**src/verilog/jbt_defs.svh**
```systemverilog
`ifndef JBT_DEFS_SVH
`define JBT_DEFS_SVH
// Contract
// - Instruction register is ten bits wide
// - Code 0x005 samples pins, preloads scan cells
// - Code 0x00F drives cells out, captures inputs
// - Code 0x3FF: one-bit bypass, pins normal
// - Code 0x007: 32-bit user code, default ones
// - Code 0x006 shifts identification value out
// - Code 0x00B: bypass, all pins high impedance
// - Code 0x00A: bypass, pins held from cells
// - Codes 0x00C, 0x00E route through user chains
// - Pull-ups and bus-hold stay as configured
// - Boundary register length is a device parameter
// - Identification: version, part, maker, flag fields
// - Configuration instructions share the same port
// - Identification least significant bit reads one
// - User chain exposes TAP signals and state

// ----------------------------------------------------------------
// Instruction codes
// ----------------------------------------------------------------
`define JBT_IR_LEN 10
`define JBT_OP_SAMPLE 10'h005
`define JBT_OP_EXTEST 10'h00F
`define JBT_OP_BYPASS 10'h3FF
`define JBT_OP_USERCODE 10'h007
`define JBT_OP_IDCODE 10'h006
`define JBT_OP_HIGHZ 10'h00B
`define JBT_OP_CLAMP 10'h00A
`define JBT_OP_USER_A 10'h00C
`define JBT_OP_USER_B 10'h00E
// Capture pattern of the instruction register, low two bits 01
`define JBT_IR_CAPTURE 10'h001

// ----------------------------------------------------------------
// Data register sizes and reset values
// ----------------------------------------------------------------
`define JBT_BSR_LEN 240
`define JBT_UCODE_LEN 32
`define JBT_UCODE_RESET 32'hFFFFFFFF
`define JBT_ID_LEN 32
// Identification fields; values arbitrary except the flag, fixed at one
`define JBT_ID_VERSION 4'h1
`define JBT_ID_PART 16'h5A5A
`define JBT_ID_MAKER 11'h123
`define JBT_ID_FLAG 1'h1
`endif

```
**src/verilog/jbt_pkg.sv**
```systemverilog
package jbt_pkg;
  // Standard TAP controller states
  typedef enum logic [3:0] {
    JBT_RESET, JBT_IDLE, JBT_SEL_DR, JBT_CAP_DR, JBT_SH_DR, JBT_EX1_DR,
    JBT_PAU_DR, JBT_EX2_DR, JBT_UPD_DR, JBT_SEL_IR, JBT_CAP_IR,
    JBT_SH_IR, JBT_EX1_IR, JBT_PAU_IR, JBT_EX2_IR, JBT_UPD_IR
  } jbt_state_t;
endpackage

```
**src/verilog/jbt_shreg.sv**
```systemverilog
`timescale 1ns/1ps
// Capture/shift register with LSB toward the serial output
module jbt_shreg #(
  parameter int W = 32
) (
  // Clock and reset
  input wire logic clk,
  input wire logic rst_b,
  // Controls, gated to TCK rising edges
  input wire logic cap,
  input wire logic sh,
  input wire logic [W-1:0] par_in,
  input wire logic ser_in,
  // Contents
  output logic [W-1:0] q
);
  logic [W-1:0] next_q;

  // Capture wins over shift; both only on a qualified edge
  always_comb begin
    next_q = q;
    if (cap) begin
      next_q = par_in;
    end else if (sh) begin
      next_q = {ser_in, q[W-1:1]};
    end
  end

  always_ff @(posedge clk or negedge rst_b) begin
    if (!rst_b) begin
      q <= '0;
    end else begin
      q <= next_q;
    end
  end
endmodule

```
**src/verilog/jbt_tap.sv**
```systemverilog
`timescale 1ns/1ps
`include "jbt_defs.svh"
module jbt_tap import jbt_pkg::*; (
  // System clock and reset
  input wire logic clk,
  input wire logic rst_b,
  // Test port pins, asynchronous to clk
  input wire logic tck,
  input wire logic tms,
  input wire logic tdi,
  output logic tdo,
  output logic tdo_oe,
  // Core side of the device pins
  input wire logic [`JBT_BSR_LEN-1:0] core_out,
  input wire logic [`JBT_BSR_LEN-1:0] pin_in,
  output logic [`JBT_BSR_LEN-1:0] pin_out,
  output logic pin_tristate,
  output logic pin_keep_weak,
  // Programmed user code value
  input wire logic [`JBT_UCODE_LEN-1:0] user_code,
  input wire logic user_code_set,
  // User chain access
  output logic user_chain_a_instr,
  output logic user_chain_b_instr,
  output logic user_tdi,
  output logic user_tck_rise,
  output logic [3:0] user_state,
  input wire logic user_tdo_a,
  input wire logic user_tdo_b,
  // Current instruction, for the configuration engine
  output logic [`JBT_IR_LEN-1:0] instr
);
  // ----------------------------------------------------------------
  // Pin synchronisers and TCK edge detection
  // ----------------------------------------------------------------
  logic [2:0] tck_s;
  logic [1:0] tms_s;
  logic [1:0] tdi_s;
  logic rise;
  logic fall;
  logic ms;
  logic di;

  // Third tck stage feeds edge detector only from the second stage
  always_ff @(posedge clk or negedge rst_b) begin
    if (!rst_b) begin
      tck_s <= 3'h0;
      tms_s <= 2'h3;
      tdi_s <= 2'h3;
    end else begin
      tck_s <= {tck_s[1:0], tck};
      tms_s <= {tms_s[0], tms};
      tdi_s <= {tdi_s[0], tdi};
    end
  end

  assign rise = tck_s[1] & ~tck_s[2];
  assign fall = ~tck_s[1] & tck_s[2];
  assign ms = tms_s[1];
  assign di = tdi_s[1];

  // ----------------------------------------------------------------
  // TAP state machine
  // ----------------------------------------------------------------
  jbt_state_t state;
  jbt_state_t next_state;

  // Standard sixteen-state walk, stepped on TCK rise
  always_comb begin
    next_state = state;
    if (rise) begin
      unique case (state)
        JBT_RESET: next_state = ms ? JBT_RESET : JBT_IDLE;
        JBT_IDLE: next_state = ms ? JBT_SEL_DR : JBT_IDLE;
        JBT_SEL_DR: next_state = ms ? JBT_SEL_IR : JBT_CAP_DR;
        JBT_CAP_DR: next_state = ms ? JBT_EX1_DR : JBT_SH_DR;
        JBT_SH_DR: next_state = ms ? JBT_EX1_DR : JBT_SH_DR;
        JBT_EX1_DR: next_state = ms ? JBT_UPD_DR : JBT_PAU_DR;
        JBT_PAU_DR: next_state = ms ? JBT_EX2_DR : JBT_PAU_DR;
        JBT_EX2_DR: next_state = ms ? JBT_UPD_DR : JBT_SH_DR;
        JBT_UPD_DR: next_state = ms ? JBT_SEL_DR : JBT_IDLE;
        JBT_SEL_IR: next_state = ms ? JBT_RESET : JBT_CAP_IR;
        JBT_CAP_IR: next_state = ms ? JBT_EX1_IR : JBT_SH_IR;
        JBT_SH_IR: next_state = ms ? JBT_EX1_IR : JBT_SH_IR;
        JBT_EX1_IR: next_state = ms ? JBT_UPD_IR : JBT_PAU_IR;
        JBT_PAU_IR: next_state = ms ? JBT_EX2_IR : JBT_PAU_IR;
        JBT_EX2_IR: next_state = ms ? JBT_UPD_IR : JBT_SH_IR;
        JBT_UPD_IR: next_state = ms ? JBT_SEL_DR : JBT_IDLE;
      endcase
    end
  end

  always_ff @(posedge clk or negedge rst_b) begin
    if (!rst_b) begin
      state <= JBT_RESET;
    end else begin
      state <= next_state;
    end
  end

  // ----------------------------------------------------------------
  // Instruction register
  // ----------------------------------------------------------------
  logic [`JBT_IR_LEN-1:0] ir_sh;
  logic [`JBT_IR_LEN-1:0] next_ir_sh;
  logic [`JBT_IR_LEN-1:0] next_instr;

  // Ten-bit shift path; takes effect only in update
  always_comb begin
    next_ir_sh = ir_sh;
    next_instr = instr;
    if (rise) begin
      unique case (state)
        JBT_CAP_IR: next_ir_sh = `JBT_IR_CAPTURE;
        JBT_SH_IR: next_ir_sh = {di, ir_sh[`JBT_IR_LEN-1:1]};
        default: next_ir_sh = ir_sh;
      endcase
    end
    // Update acts on the falling edge, as the standard requires
    if (fall && state == JBT_UPD_IR) begin
      next_instr = ir_sh;
    end
    // Test-logic reset falls back to identification
    if (state == JBT_RESET) begin
      next_instr = `JBT_OP_IDCODE;
    end
  end

  always_ff @(posedge clk or negedge rst_b) begin
    if (!rst_b) begin
      ir_sh <= `JBT_IR_CAPTURE;
      instr <= `JBT_OP_IDCODE;
    end else begin
      ir_sh <= next_ir_sh;
      instr <= next_instr;
    end
  end

  // ----------------------------------------------------------------
  // Instruction decode
  // ----------------------------------------------------------------
  logic sel_bsr;
  logic sel_ucode;
  logic sel_id;
  logic is_extest;
  logic is_highz;
  logic is_clamp;

  assign sel_bsr = (instr == `JBT_OP_SAMPLE) | is_extest;
  assign is_extest = instr == `JBT_OP_EXTEST;
  assign sel_ucode = instr == `JBT_OP_USERCODE;
  assign sel_id = instr == `JBT_OP_IDCODE;
  assign is_highz = instr == `JBT_OP_HIGHZ;
  assign is_clamp = instr == `JBT_OP_CLAMP;
  assign user_chain_a_instr = instr == `JBT_OP_USER_A;
  assign user_chain_b_instr = instr == `JBT_OP_USER_B;
  // Bypass, high-Z, clamp and any other code use the one-bit path

  // ----------------------------------------------------------------
  // Data registers
  // ----------------------------------------------------------------
  logic cap_dr;
  logic sh_dr;
  logic [`JBT_BSR_LEN-1:0] bsr_q;
  logic [`JBT_BSR_LEN-1:0] bsr_upd;
  logic [`JBT_BSR_LEN-1:0] next_bsr_upd;
  logic [`JBT_UCODE_LEN-1:0] ucode_q;
  logic [`JBT_UCODE_LEN-1:0] ucode_val;
  logic [`JBT_ID_LEN-1:0] id_q;
  logic [`JBT_ID_LEN-1:0] id_val;
  logic byp;
  logic next_byp;

  assign cap_dr = rise && state == JBT_CAP_DR;
  assign sh_dr = rise && state == JBT_SH_DR;

  // Length of the cell chain is a device-size constant
  jbt_shreg #(.W(`JBT_BSR_LEN)) u_bsr (
    .clk(clk),
    .rst_b(rst_b),
    .cap(cap_dr & sel_bsr),
    .sh(sh_dr & sel_bsr),
    .par_in(pin_in),
    .ser_in(di),
    .q(bsr_q)
  );

  // Unprogrammed user code reads all ones
  assign ucode_val = user_code_set ? user_code : `JBT_UCODE_RESET;

  jbt_shreg #(.W(`JBT_UCODE_LEN)) u_ucode (
    .clk(clk),
    .rst_b(rst_b),
    .cap(cap_dr & sel_ucode),
    .sh(sh_dr & sel_ucode),
    .par_in(ucode_val),
    .ser_in(di),
    .q(ucode_q)
  );

  // Version, part, maker, then a fixed one
  assign id_val = {`JBT_ID_VERSION, `JBT_ID_PART, `JBT_ID_MAKER,
                   `JBT_ID_FLAG};

  jbt_shreg #(.W(`JBT_ID_LEN)) u_id (
    .clk(clk),
    .rst_b(rst_b),
    .cap(cap_dr & sel_id),
    .sh(sh_dr & sel_id),
    .par_in(id_val),
    .ser_in(di),
    .q(id_q)
  );

  // Bypass bit captures zero; preload latch updates on falling TCK
  always_comb begin
    next_byp = byp;
    next_bsr_upd = bsr_upd;
    if (cap_dr) begin
      next_byp = 1'b0;
    end else if (sh_dr) begin
      next_byp = di;
    end
    if (fall && state == JBT_UPD_DR && sel_bsr) begin
      next_bsr_upd = bsr_q;
    end
  end

  always_ff @(posedge clk or negedge rst_b) begin
    if (!rst_b) begin
      byp <= 1'b0;
      bsr_upd <= '0;
    end else begin
      byp <= next_byp;
      bsr_upd <= next_bsr_upd;
    end
  end

  // ----------------------------------------------------------------
  // Pin control
  // ----------------------------------------------------------------
  // Extest and clamp drive held cells; others pass core
  assign pin_out = (is_extest | is_clamp) ? bsr_upd : core_out;
  assign pin_tristate = is_highz;
  // Weak pull-ups and bus-hold never overridden by test modes
  assign pin_keep_weak = 1'b1;

  // ----------------------------------------------------------------
  // User chain exposure
  // ----------------------------------------------------------------
  // TAP data and state shown whenever a user chain is active
  assign user_tdi = (user_chain_a_instr | user_chain_b_instr) & di;
  assign user_tck_rise = (user_chain_a_instr | user_chain_b_instr) & rise;
  assign user_state = (user_chain_a_instr | user_chain_b_instr)
                      ? state : 4'h0;

  // ----------------------------------------------------------------
  // Serial output, changed on falling TCK
  // ----------------------------------------------------------------
  logic next_tdo;
  logic next_tdo_oe;

  always_comb begin
    next_tdo = tdo;
    next_tdo_oe = tdo_oe;
    if (fall) begin
      next_tdo_oe = (state == JBT_SH_DR) || (state == JBT_SH_IR);
      if (state == JBT_SH_IR) begin
        next_tdo = ir_sh[0];
      end else if (sel_bsr) begin
        next_tdo = bsr_q[0];
      end else if (sel_ucode) begin
        next_tdo = ucode_q[0];
      end else if (sel_id) begin
        next_tdo = id_q[0];
      end else if (user_chain_a_instr) begin
        next_tdo = user_tdo_a;
      end else if (user_chain_b_instr) begin
        next_tdo = user_tdo_b;
      end else begin
        next_tdo = byp;
      end
    end
  end

  always_ff @(posedge clk or negedge rst_b) begin
    if (!rst_b) begin
      tdo <= 1'b0;
      tdo_oe <= 1'b0;
    end else begin
      tdo <= next_tdo;
      tdo_oe <= next_tdo_oe;
    end
  end
endmodule

```
**config.mk**
```make
export PLATFORM = sky130hd
export DESIGN_NAME = jbt_tap
export DESIGN_NICKNAME = d
export VERILOG_FILES = /design/src/verilog/jbt_pkg.sv /design/src/verilog/jbt_shreg.sv /design/src/verilog/jbt_tap.sv
export VERILOG_INCLUDE_DIRS = /design/src /design/src/verilog
export SDC_FILE = /design/constraint.sdc
export NUM_CORES = 1
export LEC_CHECK = 0
export BUFFER_PORTS_ARGS = -buffer_cell sky130_fd_sc_hd__buf_2
export CAP_MARGIN = 15
export CORE_AREA = 2 2 307 309
export DETAILED_ROUTE_END_ITERATION = 10
export DIE_AREA = 0 0 309 311
export PLACE_DENSITY = 0.49
export SLEW_MARGIN = 20
export SYNTH_ARGS = -nofsm -noshare
export SYNTH_HDL_FRONTEND = slang
export SYNTH_SLANG_ARGS = --single-unit
```
**constraint.sdc**
```tcl
create_clock -name clk -period 4.1 [get_ports clk]
set_clock_uncertainty 0.1 [all_clocks]
set_input_delay 1.025 -clock clk [delete_from_list [all_inputs] [get_ports clk]]
set_output_delay 1.025 -clock clk [all_outputs]
set_load 0.1 [all_outputs]
```
==> metrics.md, run 1 <==
| Metric | Value |
|---|---|
| Post-synth net total | 2,864 |
| Gr usage total | 17.0% |
| WL final | 84,100 um |
| Crit path max fanout | 23 |
| Area growth syn-to-layout | 31.9% |
| LEAKAGE | 19.8 nW |
| Critical Path Start | instr[5] |
| Number of flops mapped to enable cells by yosys | 0 |
| Status | finished, final reports clean |
| Crit. End Element | primary output |
| Post-Syn Area | 0.0273 mm2 |
| Fmax | 0.250 GHz |
| Later-pin clock latency in the skew report | 0.59 ns |
| R2R Path Start | state[2] |
| Rows | 112 |
| Final setup fails | 0 |
| Unique masters post-synth | 49 |
| Final Cycle Share | 97.6% |
| Max_slew headroom | 45.7% |
| Slowest stage cell on the critical path | dfrtp_1 |
| 1st-iter DRT viols | 813 |
| CORE AREA | 0.0928 mm2 |
| Critical Path RT | 2.97 ns |
| Max cap viols | 0 |
| Drc violations | 0 |
| # nets final | 3,626 |
| Worst Setup Start Kind | flop |
| Clock Pin Slew Worst Setup and Hold Paths | 0.06 ns |
| Via count | 20.1k |
| CP Capture Point | pin_out[145] |
| Critical Path AT | 2.88 ns |
| DIE WIDTH | 309 um |
| Initial antenna violation count | 26 |
| Register area share after synthesis | 52.9% |
| Max VDD drop | 0.227 mV |
| Drt wl/cell | 19.0 um |
| Hold_ws | 0.248 ns |
| R2r endpoint | u_bsr.q[24] |
| Worst hold-check path type | flop to flop |
| RSZ-0062 raised after global routing | true |
| Num CTS Buffers | 69 |
| Fin. Hold Viols | 0 |
| Share of cells above drive strength 1 | 39.9% |
| Min Tclk post-route | 4.00 ns |
| Ys async rst share | 100% |
| Largest net degree at the start of global routing | 86 |
| Setup Crit Path Kind | flop to primary output |
| R2R Setup Slk | 1.10 ns |
| Total Power | 14.4 mW |
| H-tree Lvls | 3 |
| Vias/cell | 4.55 |
| Pwr/cell area | 400 mW/mm2 |
| R2R cell count | 6 |
| Yosys reg bits | 578 |
| Yosys warning count | 0 |
| First-pass GRT wire length | 126,000 um |
| Die Span Y | 311 um |
| # IOs | 782 |
| Slew Viols, Final | 0 |
| Critical path cell sequence | nor4_4, nand4_1, a21oi_4, buf_6, buf_12, buf_16, mux2_2, buf_6 |
| Antenna-violating nets left | 0 |
| FILL cells | 9,187 |
| Number of global-route vias before repair | 20.4k |
| DR pass1 iterations | 4 |
| Full die area | 0.0961 mm2 |
| Avg Cell Area, Syn | 11.7 um2 |
| IO buf count | 780 |
| Root Buffer | clkbuf_16 |
| Synthesized instance count | 2,344 |
| CTS tree | done |
| TritonCTS Sinks | 578 |
| Final estimated routing congestion in global placement | 0.793 |
| Hpwl dp | 59,900 um |
| Tightest Pin Transition | 0.815 ns |
| Most used DFF post-synth | dfrtp_1 |
| Max incr delay on CP | 0.43 ns |
| Initial Util | 29.5% |
| Top cell by count, worst path | buf_6 |
| Global route overflow | 0 |
| Clock tree buffer depth | 3 |
==> worst min path at each step <==
stage                   from  endpoint  slack [ns]  cells after the start
finish              tck_s[0]  tck_s[1]        0.25                      0
detailed placement  tck_s[0]  tck_s[1]        0.24                      0
CTS                 tck_s[0]  tck_s[1]        0.25                      0
floorplan           tck_s[0]  tck_s[1]        0.23                      0
global placement    tck_s[0]  tck_s[1]        0.23                      0
global route        tck_s[0]  tck_s[1]        0.25                      0
==> stage by stage <==
stage	setup slack, ns	setup TNS (ns)	util [%]	area (um2)	instances
2_1_floorplan	-0.195	-0.557	-	27400	2344
3_3_place_gp	0.497	0	35.3	32800	4278
3_5_place_dp	0.448	0	35.3	32800	4278
4_1_cts	0.0000167	0	38.7	35900	4414
5_1_grt	-0.0104	-0.0545	38.9	36100	4421
6_report	0.0977	0	38.9	36100	4422
==> layout make-up <==
type	instances	area [um2]	area share [%]
inverter	5	18.8	0.0520
timing repair buffer	863	5770	16.0
antenna	9	22.5	0.0624
clock buffer	107	2010	5.57
clock inverter	17	179	0.496
sequential	578	14500	40.1
tap	1254	1570	4.35
multi-input combinational	1589	12000	33.4
==> registers in the layout, indices dropped and copies added, names as in the netlist <==
register / cells
u_id.q: 32
tdo: 1
tdo_oe: 1
bsr_upd: 240
byp: 1
u_bsr.q: 240
tck_s: 3
state: 4
instr: 10
tms_s: 2
u_ucode.q: 32
tdi_s: 2
ir_sh: 10
==> cells in the final DEF, fill, tap and decap left out, types with 3 or more instances in the layout <==
| cell | n |
|---|---|
| buf_2 | 575 |
| dfrtp_1 | 570 |
| nand2_1 | 352 |
| mux2_2 | 280 |
| mux2i_1 | 272 |
| o21ai_1 | 200 |
| mux2_1 | 200 |
| buf_4 | 162 |
| o21ai_0 | 90 |
| buf_6 | 86 |
| clkbuf_16 | 70 |
| nor2_1 | 47 |
| nand2b_1 | 38 |
| nand3_1 | 28 |
| a21oi_1 | 27 |
| clkbuf_1 | 25 |
| buf_12 | 19 |
| clkbuf_8 | 12 |
| clkbuf_4 | 11 |
| diode_2 | 9 |
| clkinv_2 | 9 |
| and3_1 | 7 |
| dfstp_2 | 7 |
| buf_16 | 6 |
| nor3_1 | 5 |
| inv_1 | 5 |
| nand4_1 | 5 |
| a31oi_1 | 3 |
| nor2b_1 | 3 |
| clkinv_8 | 3 |
| buf_8 | 3 |
==> repair_timing <==
action                                  in CTS  in global routing
resized for setup                          234                 98
hold buffers                                 0                  0
buffers inserted                             6                  0
gates cloned                                 6                  0
pin swaps                                    2                  1
endpoints found under the setup margin     203                122
==> logic make-up after synthesis <==
kind of cell,share of synthesized area (%)
other,0.0137
DFF,52.9
xor gates and xnor gates,0.0320
AOI/OAI and AO/OA,6.36
buffers and inverters,3.23
muxes,29.7
and+or+nand+nor,7.72
==> worst max-delay path, delay by kind of cell, from the launching register on <==
kind	cells	cell delay [ns]
muxes	1	0.37
buffers and inverters	4	0.73
DFF	1	0.43
and+or+nand+nor	2	0.50
AOI/OAI and AO/OA	1	0.20
==> synthesized netlist by cell type (all sizes together), types with 2 or more instances <==
master	instances	area [um2]
and3	7	43.8
o21ai	290	1450
nor2	47	176
nand2	352	1320
a211oi	2	20.0
buf	95	577
or2	2	12.5
a21oi	28	140
mux2i	272	2720
dfstp	7	184
a31oi	3	18.8
nand2b	38	238
nor2b	3	18.8
nor3	6	35.0
mux2	480	5410
or3	2	12.5
nand4	5	31.3
clkbuf	77	289
inv	5	18.8
nand3	29	145
a21o	2	15.0
dfrtp	571	14300
nor4	4	46.3
==> layer usage <==
layer	track usage, %	share of wire, %
met3	3.67	5.8
met5	0	0.25
met2	29.3	49
met1	21.3	42
met4	4.90	2.0
==> power by group <==
group	switching (mW)	internal (mW)	total, mW
Sequential	0.158	5.89	6.05
Clock	2.45	3.51	5.96
Combinational	1.68	0.734	2.41
(Power assumes the default switching activity.)
==> run 2, diff against run 1 <==
==> constraint.sdc (replaced) <==
create_clock -name clk -period 4.1 [get_ports clk]
set_clock_uncertainty 0.1 [all_clocks]
set_input_delay 0.82 -clock clk [delete_from_list [all_inputs] [get_ports clk]]
set_output_delay 0.82 -clock clk [all_outputs]
set_load 0.1 [all_outputs]
==> metrics.md, run 2 (synthesis gave the netlist of run 1 again) <==
| Metric | Value |
|---|---|
| R2R cell count | 7 |
| IO buf count | 780 |
| Final estimated routing congestion in global placement | 0.800 |
| Rows | 112 |
| Global route overflow | 0 |
| Root Buffer | clkbuf_16 |
| RSZ-0062 raised after global routing | false |
| Total Power | 14.4 mW |
| Hold_ws | 0.156 ns |
| CTS tree | done |
| Slew Viols, Final | 0 |
| Fmax | 0.254 GHz |
| Critical Path RT | 3.18 ns |
| Met3 wire len | 5110 um |
| Crit. End Element | primary output |
| Reg area | 0.0145 mm2 |
| Max VDD drop | 0.303 mV |
| Later-pin clock latency in the skew report | 0.59 ns |
| LEAKAGE | 19.4 nW |
| Largest net degree at the start of global routing | 126 |
| Crit path max fanout | 61 |
| # nets final | 3,611 |
| Tightest Pin Transition | 0.858 ns |
| Via count | 20.0k |
| Final setup fails | 0 |
| Share of cells above drive strength 1 | 39.8% |
| DIE WIDTH | 309 um |
| WL final | 82,200 um |
| Worst Setup Start Kind | flop |
| Highest metal used | met5 |
| H-tree Lvls | 3 |
| Routed metal-1 wire length | 34,900 um |
| Die Span Y | 311 um |
| # IOs | 782 |
| Critical Path AT | 3.02 ns |
| Biggest regs | bsr_upd (240), u_bsr.q (240) |
| Worst hold-check path type | primary input to async pin |
| Commonest non-fill, non-tap cell in the layout | buf_2 |
| 1st-iter DRT viols | 908 |
| Setup Crit Path Kind | flop to primary output |
| Clock Pin Slew Worst Setup and Hold Paths | 0.06 ns |
| Drc violations | 0 |
| Antenna-violating nets left | 0 |
| FILL cells | 9,363 |
| Status | finished, final reports clean |
| Initial Util | 29.5% |
| Final Cycle Share | 96.2% |
| Min Tclk post-route | 3.94 ns |
| Hpwl dp | 59,900 um |
| Full die area | 0.0961 mm2 |
| Most frequent cells in the layout | 767 x buf_2, 571 x dfrtp_1, 352 x nand2_1 |
| Area growth syn-to-layout | 28.5% |
| Number of global-route vias before repair | 20.2k |
| Vias/cell | 4.54 |
| DR pass1 iterations | 5 |
| Fin. Hold Viols | 0 |
| First-pass GRT wire length | 124,000 um |
| TritonCTS Sinks | 578 |
| DR WL met2 | 40,200 um |
| Gr usage total | 16.7% |
| Setup_tns | 0 ns |
| Max cap viols | 0 |
| Num CTS Buffers | 68 |
| Drt wl/cell | 18.6 um |
| Initial antenna violation count | 37 |
| CORE AREA | 0.0928 mm2 |
| Clock tree buffer depth | 3 |
| Footprint of the multi-input gates | 0.0120 mm2 |
| Max_slew headroom | 42.8% |
| Pwr/cell area | 411 mW/mm2 |
| CTS Hold Bufs | 0 |
run 2: cell count changes in the layout (fill, tap and decap cells not counted), moves of 2 or more:
cell | previous run | this run
buf_8 | 3 | 1
buf_16 | 6 | 3
clkbuf_8 | 12 | 16
buf_2 | 575 | 767
diode_2 | 9 | 12
clkbuf_1 | 25 | 17
buf_4 | 162 | 46
clkinvlp_4 | 1 | 3
buf_6 | 86 | 0
run 2: path summary, 6_finish.rpt:
path / from / to / slack, ns
max in group asynchronous: rst_b / u_bsr.q[159] / 2.66
min in group clk: tdi / tdi_s[0] / 0.22
max reg2reg: state[2] / u_bsr.q[25] / 1.09
min reg2reg: tck_s[0] / tck_s[1] / 0.25
max: instr[6] / pin_out[135] / 0.16
min: rst_b / u_ucode.q[19] / 0.16
run 2: cell type report:
type / count / share of cell area, %
Antenna cell: 12 / 0.0855
Clock buffer: 102 / 5.72
Clock inverter: 20 / 0.659
Inverter: 5 / 0.0534
Multi-Input combinational cell: 1589 / 34.2
Sequential cell: 578 / 41.2
Tap cell: 1254 / 4.46
Timing Repair Buffer: 849 / 13.6
run 2: what timing repair did:
action	4_1_cts	5_1_grt
cloned	1	0
buffers inserted	0	1
pin swaps	0	1
resized for setup	2	14
hold endpoints to repair	0	0
setup endpoints to repair	68	95
run 2: power by group:
group	internal [mW]	total, mW	switching [mW]
registers	5.89	6.06	0.170
clock network	3.60	6.06	2.47
logic	0.650	2.30	1.65
run 2: through the flow:
step           worst slack, ns  cells  utilization [%]  area, um2
5_1_grt                0.00659   4405             37.9      35100
3_5_place_dp             0.618   4273             35.3      32800
3_3_place_gp             0.665   4273             35.3      32800
6_report                 0.157   4409             37.9      35100
4_1_cts                 0.0154   4396             37.8      35100
2_1_floorplan          0.00984   2344                -      27400
run 2: critical path, cell delays in order, from the launching register on:
cell     delay (ns)
dfrtp_1        0.43
nor4_4         0.35
nand4_1        0.18
a21oi_4        0.23
buf_12         0.20
buf_16         0.27
mux2_2         0.37
buf_2          0.29
run 2: routing by layer:
layer | track usage [%] | up-vias
li1 | - | 9704
met1 | 20.9 | 9595
met2 | 28.5 | 545
met3 | 4.07 | 129
met4 | 4.80 | 44
met5 | 0 | -
